### src/core/trt_pkg.sv
package trt_pkg;

   // Scan path sizes
   localparam int IR_W  = 3;
   localparam int ID_W  = 32;
   localparam int BSR_W = 54;

   // Instruction codes; 3, 5 and 6 stay unnamed
   localparam logic [2:0] INS_EXT  = 3'h0;
   localparam logic [2:0] INS_IDC  = 3'h1;
   localparam logic [2:0] INS_SMPZ = 3'h2;
   localparam logic [2:0] INS_SMP  = 3'h4;
   localparam logic [2:0] INS_BYP  = 3'h7;
   localparam logic [2:0] IR_CAPT  = 3'h1;

   // Identification word fields
   localparam logic [4:0]  ID_DEPTH = 5'h07;
   localparam logic [4:0]  ID_WIDTH = 5'h03;
   localparam logic [10:0] ID_MFR   = 11'h555;  // Arbitrary value
   localparam logic [3:0]  REV_RST  = 4'h0;
   localparam logic [5:0]  RSVD_RST = 6'h00;

   // APB map
   localparam int          APB_AW    = 12;
   localparam logic [11:0] OFF_IDCFG = 12'h000;
   localparam logic [11:0] OFF_STAT  = 12'h004;
   localparam logic [11:0] OFF_IDW   = 12'h008;
   localparam int IDCFG_REV_LSB  = 0;
   localparam int IDCFG_RSVD_LSB = 4;
   localparam int STAT_TAP_LSB   = 0;
   localparam int STAT_IR_LSB    = 4;
   localparam int STAT_HIZ_BIT   = 7;
   localparam int STAT_OE_BIT    = 8;
   localparam int STAT_TDO_BIT   = 9;

   // Pin synchroniser depth
   localparam int SYNC_STAGES = 3;

   typedef enum logic [3:0] {
      TAP_TLR, TAP_RTI, TAP_SEL_DR, TAP_CAP_DR, TAP_SH_DR, TAP_EX1_DR,
      TAP_PA_DR, TAP_EX2_DR, TAP_UPD_DR, TAP_SEL_IR, TAP_CAP_IR,
      TAP_SH_IR, TAP_EX1_IR, TAP_PA_IR, TAP_EX2_IR, TAP_UPD_IR
   } trt_tap_t;

   typedef struct packed {
      logic tck;
      logic tms;
      logic tdi;
   } trt_jtag_t;

   typedef struct packed {
      logic              tck_prev;
      logic [IR_W-1:0]   ir_sh;
      logic [IR_W-1:0]   ir_act;
      logic [BSR_W-1:0]  dr;
      logic              tdo;
      logic              tdo_oe;
      logic              hiz;
      logic [3:0]        rev;
      logic [5:0]        rsvd;
      logic              pready;
      logic              pslverr;
      logic [31:0]       prdata;
   } trt_core_t;

endpackage

### src/core/trt_test_port.sv
// Contract
// - ID word bit 0 is always one
// - ID bits 27:23 hold depth code 00111
// - ID bits 22:18 hold width code 00011
// - ID bits 31:28 hold a revision number
// - ID bits 17:12 are a reserved field
// - ID bits 11:1 hold the maker code
// - Codes 000/010 capture ring, chain, outputs high-Z
// - Code 000 captures only, never drives pins
// - Code 001 loads ID word into path
// - Code 100 samples ring, no preload, no effect
// - Code 111 selects one-bit bypass path
// - Test data out changes after clock fall
// - Data in and mode sampled on rise
// - ID path is 32 bits, LSB first
// - Instruction capture loads 01 into low bits
// - Reset and test-logic-reset select ID read
// - New instruction acts only at update
module trt_test_port (
   input  wire logic                           clk,
   input  wire logic                           rst,
   input  wire logic                           tck,
   input  wire logic                           tms,
   input  wire logic                           tdi,
   input  wire logic [trt_pkg::BSR_W-1:0]      ring,
   output logic                                tdo,
   output logic                                tdo_oe,
   output logic                                hiz,
   input  wire logic                           psel,
   input  wire logic                           penable,
   input  wire logic                           pwrite,
   input  wire logic [trt_pkg::APB_AW-1:0]     paddr,
   input  wire logic [31:0]                    pwdata,
   output logic [31:0]                         prdata,
   output logic                                pready,
   output logic                                pslverr
);

   localparam logic [1:0] PATH_BYP = 2'h0;
   localparam logic [1:0] PATH_ID  = 2'h1;
   localparam logic [1:0] PATH_BSR = 2'h2;

   trt_pkg::trt_jtag_t              pin_s;
   logic [2:0]                      pin_v;
   logic [trt_pkg::BSR_W-1:0]       ring_s;
   trt_pkg::trt_tap_t               state;
   trt_pkg::trt_core_t              st_q;
   trt_pkg::trt_core_t              st_d;
   logic                            rise;
   logic                            fall;
   logic [trt_pkg::ID_W-1:0]        id_word;
   logic [1:0]                      path;
   logic                            access;
   logic [31:0]                     stat_word;

   // Test clock is only a sampled level here; edges come from the sampler
   trt_sync #(
      .W (3)
   ) u_pin_sync (
      .clk (clk),
      .rst (rst),
      .d   ({tck, tms, tdi}),
      .q   (pin_v)
   );
   assign pin_s = trt_pkg::trt_jtag_t'(pin_v);

   // Ring pins are asynchronous to us; a moving pin just settles late
   trt_sync #(
      .W (trt_pkg::BSR_W)
   ) u_ring_sync (
      .clk (clk),
      .rst (rst),
      .d   (ring),
      .q   (ring_s)
   );

   trt_tap_fsm u_fsm (
      .clk   (clk),
      .rst   (rst),
      .step  (rise),
      .tms   (pin_s.tms),
      .state (state)
   );

   // Mode and data share sampler latency, so rise sees them aligned
   assign rise = pin_s.tck & ~st_q.tck_prev;
   assign fall = ~pin_s.tck & st_q.tck_prev;

   // Identification word, LSB is the presence marker
   assign id_word = {st_q.rev,
                     trt_pkg::ID_DEPTH,
                     trt_pkg::ID_WIDTH,
                     st_q.rsvd,
                     trt_pkg::ID_MFR,
                     1'b1};

   // Path select; unnamed codes fall back to bypass as the safe choice
   always_comb begin
      case (st_q.ir_act)
         trt_pkg::INS_EXT:  path = PATH_BSR;
         trt_pkg::INS_SMPZ: path = PATH_BSR;
         trt_pkg::INS_SMP:  path = PATH_BSR;
         trt_pkg::INS_IDC:  path = PATH_ID;
         trt_pkg::INS_BYP:  path = PATH_BYP;
         default:           path = PATH_BYP;
      endcase
   end

   assign access = psel & penable & ~st_q.pready;

   // Status view of the port
   always_comb begin
      stat_word = 32'h0;
      stat_word[trt_pkg::STAT_TAP_LSB +: 4] = state;
      stat_word[trt_pkg::STAT_IR_LSB +: 3]  = st_q.ir_act;
      stat_word[trt_pkg::STAT_HIZ_BIT]      = st_q.hiz;
      stat_word[trt_pkg::STAT_OE_BIT]       = st_q.tdo_oe;
      stat_word[trt_pkg::STAT_TDO_BIT]      = st_q.tdo;
   end

   // Scan register and bus state advances here; the TAP state moves in u_fsm
   always_comb begin
      st_d          = st_q;
      st_d.tck_prev = pin_s.tck;
      st_d.pready   = 1'b0;
      st_d.pslverr  = 1'b0;
      st_d.prdata   = 32'h0;

      if (rise) begin
         case (state)
            trt_pkg::TAP_CAP_IR: begin
               st_d.ir_sh = trt_pkg::IR_CAPT;
            end
            trt_pkg::TAP_SH_IR: begin
               st_d.ir_sh = {pin_s.tdi, st_q.ir_sh[trt_pkg::IR_W-1:1]};
            end
            trt_pkg::TAP_UPD_IR: begin
               st_d.ir_act = st_q.ir_sh;
            end
            trt_pkg::TAP_CAP_DR: begin
               case (path)
                  PATH_BSR: st_d.dr = ring_s;
                  PATH_ID:  st_d.dr = {{(trt_pkg::BSR_W-trt_pkg::ID_W){1'b0}}, id_word};
                  default:  st_d.dr[0] = 1'b0;
               endcase
            end
            trt_pkg::TAP_SH_DR: begin
               case (path)
                  PATH_BSR: st_d.dr = {pin_s.tdi, st_q.dr[trt_pkg::BSR_W-1:1]};
                  PATH_ID: begin
                     st_d.dr[trt_pkg::ID_W-1:0] =
                        {pin_s.tdi, st_q.dr[trt_pkg::ID_W-1:1]};
                  end
                  default:  st_d.dr[0] = pin_s.tdi;
               endcase
            end
            // Update-DR loads nothing: no pin is ever driven from the chain
            default: begin
               st_d.dr = st_q.dr;
            end
         endcase
      end

      // Test-logic-reset holds the identification read
      if (state == trt_pkg::TAP_TLR) begin
         st_d.ir_act = trt_pkg::INS_IDC;
      end

      // Output high-Z follows the active instruction
      st_d.hiz = (st_d.ir_act == trt_pkg::INS_EXT) ||
                 (st_d.ir_act == trt_pkg::INS_SMPZ);

      // Serial out moves only on a detected fall
      if (fall) begin
         if (state == trt_pkg::TAP_SH_DR) begin
            st_d.tdo    = st_q.dr[0];
            st_d.tdo_oe = 1'b1;
         end else if (state == trt_pkg::TAP_SH_IR) begin
            st_d.tdo    = st_q.ir_sh[0];
            st_d.tdo_oe = 1'b1;
         end else begin
            st_d.tdo_oe = 1'b0;
         end
      end

      // APB slave: one wait state, answer registered
      if (access) begin
         st_d.pready = 1'b1;
         case (paddr)
            trt_pkg::OFF_IDCFG: begin
               if (pwrite) begin
                  st_d.rev  = pwdata[trt_pkg::IDCFG_REV_LSB +: 4];
                  st_d.rsvd = pwdata[trt_pkg::IDCFG_RSVD_LSB +: 6];
               end else begin
                  st_d.prdata[trt_pkg::IDCFG_REV_LSB +: 4]  = st_q.rev;
                  st_d.prdata[trt_pkg::IDCFG_RSVD_LSB +: 6] = st_q.rsvd;
               end
            end
            trt_pkg::OFF_STAT: begin
               st_d.prdata = stat_word;
            end
            trt_pkg::OFF_IDW: begin
               st_d.prdata = id_word;
            end
            default: begin
               st_d.pslverr = 1'b1;
            end
         endcase
      end
   end

   // Reset comes up with the ID read active and the serial out released
   always_ff @(posedge clk or posedge rst) begin
      if (rst) begin
         st_q        <= '0;
         st_q.ir_sh  <= trt_pkg::IR_CAPT;
         st_q.ir_act <= trt_pkg::INS_IDC;
         st_q.rev    <= trt_pkg::REV_RST;
         st_q.rsvd   <= trt_pkg::RSVD_RST;
      end else begin
         st_q <= st_d;
      end
   end

   assign tdo     = st_q.tdo;
   assign tdo_oe  = st_q.tdo_oe;
   assign hiz     = st_q.hiz;
   assign prdata  = st_q.prdata;
   assign pready  = st_q.pready;
   assign pslverr = st_q.pslverr;
endmodule

### src/core/trt_sync.sv
module trt_sync #(
   parameter int W = 1
) (
   input  wire logic         clk,
   input  wire logic         rst,
   input  wire logic [W-1:0] d,
   output logic      [W-1:0] q
);

   typedef struct packed {
      logic [W-1:0] s1;
      logic [W-1:0] s2;
      logic [W-1:0] s3;
      logic [W-1:0] q;
   } trt_sync_st_t;

   trt_sync_st_t st_q, st_d;
   logic [W-1:0] q_nxt;

   // A bit only moves once stages two and three agree
   for (genvar i = 0; i < W; i++) begin : g_bit
      assign q_nxt[i] = (st_q.s2[i] == st_q.s3[i]) ? st_q.s3[i] : st_q.q[i];
   end

   // First stage feeds only the second
   always_comb begin
      st_d    = st_q;
      st_d.s1 = d;
      st_d.s2 = st_q.s1;
      st_d.s3 = st_q.s2;
      st_d.q  = q_nxt;
   end

   always_ff @(posedge clk or posedge rst) begin
      if (rst) begin
         st_q <= '0;
      end else begin
         st_q <= st_d;
      end
   end

   assign q = st_q.q;

endmodule

### src/core/trt_tap_fsm.sv
module trt_tap_fsm (
   input  wire logic        clk,
   input  wire logic        rst,
   input  wire logic        step,
   input  wire logic        tms,
   output trt_pkg::trt_tap_t state
);

   typedef struct packed {
      trt_pkg::trt_tap_t state;
   } trt_fsm_st_t;

   trt_fsm_st_t st_q, st_d;

   // Mode select only acts on a detected test clock rise
   always_comb begin
      st_d = st_q;
      if (step) begin
         case (st_q.state)
            trt_pkg::TAP_TLR:    st_d.state = tms ? trt_pkg::TAP_TLR    : trt_pkg::TAP_RTI;
            trt_pkg::TAP_RTI:    st_d.state = tms ? trt_pkg::TAP_SEL_DR : trt_pkg::TAP_RTI;
            trt_pkg::TAP_SEL_DR: st_d.state = tms ? trt_pkg::TAP_SEL_IR : trt_pkg::TAP_CAP_DR;
            trt_pkg::TAP_CAP_DR: st_d.state = tms ? trt_pkg::TAP_EX1_DR : trt_pkg::TAP_SH_DR;
            trt_pkg::TAP_SH_DR:  st_d.state = tms ? trt_pkg::TAP_EX1_DR : trt_pkg::TAP_SH_DR;
            trt_pkg::TAP_EX1_DR: st_d.state = tms ? trt_pkg::TAP_UPD_DR : trt_pkg::TAP_PA_DR;
            trt_pkg::TAP_PA_DR:  st_d.state = tms ? trt_pkg::TAP_EX2_DR : trt_pkg::TAP_PA_DR;
            trt_pkg::TAP_EX2_DR: st_d.state = tms ? trt_pkg::TAP_UPD_DR : trt_pkg::TAP_SH_DR;
            trt_pkg::TAP_UPD_DR: st_d.state = tms ? trt_pkg::TAP_SEL_DR : trt_pkg::TAP_RTI;
            trt_pkg::TAP_SEL_IR: st_d.state = tms ? trt_pkg::TAP_TLR    : trt_pkg::TAP_CAP_IR;
            trt_pkg::TAP_CAP_IR: st_d.state = tms ? trt_pkg::TAP_EX1_IR : trt_pkg::TAP_SH_IR;
            trt_pkg::TAP_SH_IR:  st_d.state = tms ? trt_pkg::TAP_EX1_IR : trt_pkg::TAP_SH_IR;
            trt_pkg::TAP_EX1_IR: st_d.state = tms ? trt_pkg::TAP_UPD_IR : trt_pkg::TAP_PA_IR;
            trt_pkg::TAP_PA_IR:  st_d.state = tms ? trt_pkg::TAP_EX2_IR : trt_pkg::TAP_PA_IR;
            trt_pkg::TAP_EX2_IR: st_d.state = tms ? trt_pkg::TAP_UPD_IR : trt_pkg::TAP_SH_IR;
            trt_pkg::TAP_UPD_IR: st_d.state = tms ? trt_pkg::TAP_SEL_DR : trt_pkg::TAP_RTI;
            default:             st_d.state = trt_pkg::TAP_TLR;
         endcase
      end
   end

   always_ff @(posedge clk or posedge rst) begin
      if (rst) begin
         st_q <= '{state: trt_pkg::TAP_TLR};
      end else begin
         st_q <= st_d;
      end
   end

   assign state = st_q.state;
endmodule

### config.mk
export PLATFORM = sky130hd
export DESIGN_NAME = trt_test_port
export DESIGN_NICKNAME = d
export VERILOG_FILES = /design/src/core/trt_pkg.sv /design/src/core/trt_test_port.sv /design/src/core/trt_sync.sv /design/src/core/trt_tap_fsm.sv
export SDC_FILE = /design/constraint.sdc
export NUM_CORES = 1
export LEC_CHECK = 0
export BUFFER_PORTS_ARGS = -buffer_cell sky130_fd_sc_hd__buf_4
export CORE_UTILIZATION = 30
export CTS_CLUSTER_DIAMETER = 40
export DETAILED_ROUTE_END_ITERATION = 10
export SLEW_MARGIN = 15
export SYNTH_ARGS = -nofsm -noshare
export SYNTH_HDL_FRONTEND = slang
export SYNTH_SLANG_ARGS = --single-unit
### constraint.sdc
create_clock -name clk -period 11.8 [get_ports clk]
set_clock_uncertainty 0.1 [all_clocks]
set_input_delay 0 -clock clk [delete_from_list [all_inputs] [get_ports clk]]
set_output_delay 0 -clock clk [all_outputs]
set_load 0.02 [all_outputs]
==> impl_metrics.toml <==
[clocking]
cts.path.max_buffers = 3
cts_root_buf = "clkbuf_16"
clk_pin_slew_ps = 60
cts_sinks = 329
htreeDepth = 2
cts_tree = "yes"
cts_setup_buffers = 0
cts_buffers = 42
clk_latency_ps = 550

[detailed_routing]
routed_via_density = 4.27
drtPass1Iterations = 4
routedWlPerCell_um = 13.6
ant_nets = 0
wl_um = 21700
vias = 6810
route.detailed.drc = 0
drtIter0Drc = 343

[logic_synthesis]
yosysUniqueCellTypes = 53
synth-main-ff-cell = "dfrtp_1"
synth_top_area_share_pct = 70.4
ys_ff_latch = 329
synth_edf_count = 0
ys_seq_area_share_pct = 70.9
synth_common_cells = "327 x dfrtp_1, 57 x maj3_1, 57 x nand2_1, 50 x o21ai_0, 46 x a21oi_1"
synth.avg_cell_area_sq_um = 14.2
async_reset_ff_share_pct = 100
ys_warn_count = 0
yosysMostFrequentCell = "dfrtp_1"
yosysTopAreaCell = "dfrtp_1"
synth_area_leaders = "dfrtp_1 70%, maj3_1 4.9%, mux2_4 2.3%"
syn_area_sq_um = 11600
synthCells = 821

[final_layout]
multi_input_area_sq_um = 2910
regArea_sq_um = 8240
drive_gt1_share_pct = 22.0
syn_to_final_growth_pct = 34.7
fin_cells = 1595
fillCellCount = 3442
fin_nets = 1156

[sta]
drv_slew = 0
finalHoldViolCount = 0
fin_setup_tns_ps = 0
clock.fmax_ghz = 0.290
rsz0062_at_grt = "no"
slew_headroom_pct = 38.9
period_share_pct = 29.3
worst_pin_slew_ps = 916
setup_viol = 0
timing.final.crit_period_ps = 3450

[grt]
grt_use_total_pct = 11.2
met3_usage_pct = 2.39
overflow = 0
grt_pass1_vias = 7011
grt_max_degree = 121
busiest_layer = "met2"
grtUsageMet1_pct = 15.2
grtUsageMet2_pct = 17.6
grt_pass1_wl_um = 35400
grt_antenna_before_repair = 2

[critical_path]
endpoint = "prdata[3]$_DFF_PP0_"
reg2reg_from = "st_q[101]$_DFF_PP1_"
crit_required_ps = 12170
crit_start = "paddr[6]"
rrSetupSlack_ps = 8650
cp_max_fo = 15
cp-start-kind = "input pin"
end_kind = "flop"
r2r-end = "st_q[78]$_DFFE_PP0P_"
worstPathArrival_ps = 3820
critPathKind = "input pin to flop"
reg2regPathDepth = 8

[power_and_ir_drop]
swShare_pct = 25.0
p_per_area_nw_per_um2 = 195
p_sw_w = 0.000763
p_seq_share_pct = 43.1
irDropWorstVdd_v = 0.0000952
power_frac_comb_pct = 10.7
pwr-share-clk_pct = 46.2
leakage_nw = 6.76
p_int_w = 0.00229

[die]
die_x_um = 199
num_rows = 71
io_pins = 143
initial_core_util_pct = 30.6
die_y_um = 199
die-area_sq_um = 39500
coreArea_sq_um = 37900

[status]
status = "complete, no violations"

[worst_hold_path]
worstHoldPathType = "input pin to async pin"

[placed_design]
portBuffers = 114
dp.cells = 1389
gp_congestion = 0.798
dp_hpwl_um = 12500

[job]
cap_violations = 0
==> how the worst min path moves through the flow <==
stage	from	end	slack (ps)	cells past startpoint
after floorplan	tdi	u_pin_sync.st_d[6]$_DFF_PP0_	-70	0
after global placement	ring[39]	u_ring_sync.st_d[147]$_DFF_PP0_	9	1
after detailed placement	ring[3]	u_ring_sync.st_d[111]$_DFF_PP0_	10	1
after CTS	ring[34]	u_ring_sync.st_d[142]$_DFF_PP0_	0.5	2
after global routing	ring[47]	u_ring_sync.st_d[155]$_DFF_PP0_	0.2	2
final	rst	u_ring_sync.st_d[130]$_DFF_PP0_	10	3
==> layout by cell type, fill, tap and decap left out, drive strengths merged, types with 2 or more instances in the layout <==
cell,instances
a311oi,2
a31oi,7
nor2b,4
clkinv,8
nand2,57
maj3,57
nand3,12
diode,2
nor4b,3
nor2,18
o211ai,2
inv,31
or3,2
clkbuf,48
dlygate4sd3,125
bufinv,9
and2,10
nor3,4
ha,2
dfstp,2
nor3b,34
clkinvlp,4
o21ai,58
buf,122
nand3b,3
conb,6
or4,3
a21oi,46
o221ai,2
a211oi,2
nor4,2
mux2i,21
a32oi,5
dfrtp,327
mux2,32
==> power by group through the flow <==
stage | Clock, W | Combinational (W) | Sequential, W
2_1_floorplan | 0 | 0.000252 | 0.00129
3_3_place_gp | 0 | 0.000288 | 0.00133
3_5_place_dp | 0 | 0.000296 | 0.00133
4_1_cts | 0.00145 | 0.000328 | 0.00131
5_1_grt | 0.00150 | 0.000369 | 0.00133
6_report | 0.00141 | 0.000327 | 0.00131
==> per-stage QoR <==
stage	setup WS (ps)	hold WS [ps]	total power [W]	util, %	instance area [sq um]
after floorplan	2590	-68.6	0.00154	-	11600
after global placement	8590	9.19	0.00162	33.7	12800
after detailed placement	8470	10.5	0.00163	33.7	12800
after CTS	8490	0.473	0.00309	41.2	15600
after global routing	8240	0.201	0.00319	41.3	15600
final	8350	10.5	0.00305	41.3	15600
==> what timing repair did <==
item,4_1_cts,5_1_grt
resized for setup,0,0
hold buffers,125,0
hold endpoints to repair,209,0
==> state kept, by name (all words and copies together), names as in the netlist <==
register,flops
hiz,1
id_word,10
prdata,21
pready,1
pslverr,1
st_q,61
tdo,1
tdo_oe,1
u_fsm.state,4
u_pin_sync.q,3
u_pin_sync.st_d,6
u_pin_sync.st_q,3
u_ring_sync.q,54
u_ring_sync.st_d,108
u_ring_sync.st_q,54
==> logic make-up after synthesis <==
| kind of cell | synth area share (%) |
|---|---|
| flops | 70.9 |
| simple gates | 7.59 |
| compound gates | 6.34 |
| buf+inv | 4.35 |
| fa+ha+maj | 5.13 |
| mux | 5.69 |
| other cells | 0.0323 |
==> per-layer routing <==
metal,wire [um],up-vias
met4,540,0
met2,9850,164
met5,0,-
met1,10300,3347
met3,1070,37
li1,-,3262
==> critical path, cell delays in order <==
cell and delay (ps):
dlygate4sd3_1 540, buf_4 130, or4_1 460, dlygate4sd3_1 610
nor2_2 400, nand3_1 220, dlygate4sd3_1 700, a31oi_1 180
dlygate4sd3_1 580
==> final cells by class <==
| class | instances | share of cell area (%) |
|---|---|---|
| Tap cell | 511 | 4.09 |
| Multi-Input combinational cell | 406 | 18.6 |
| Clock buffer | 48 | 7.12 |
| Antenna cell | 2 | 0.0320 |
| Inverter | 22 | 0.576 |
| Timing Repair Buffer | 247 | 14.0 |
| Clock inverter | 30 | 3.01 |
| Sequential cell | 329 | 52.6 |
No activity file was read; power rests on OpenSTA's default activity.
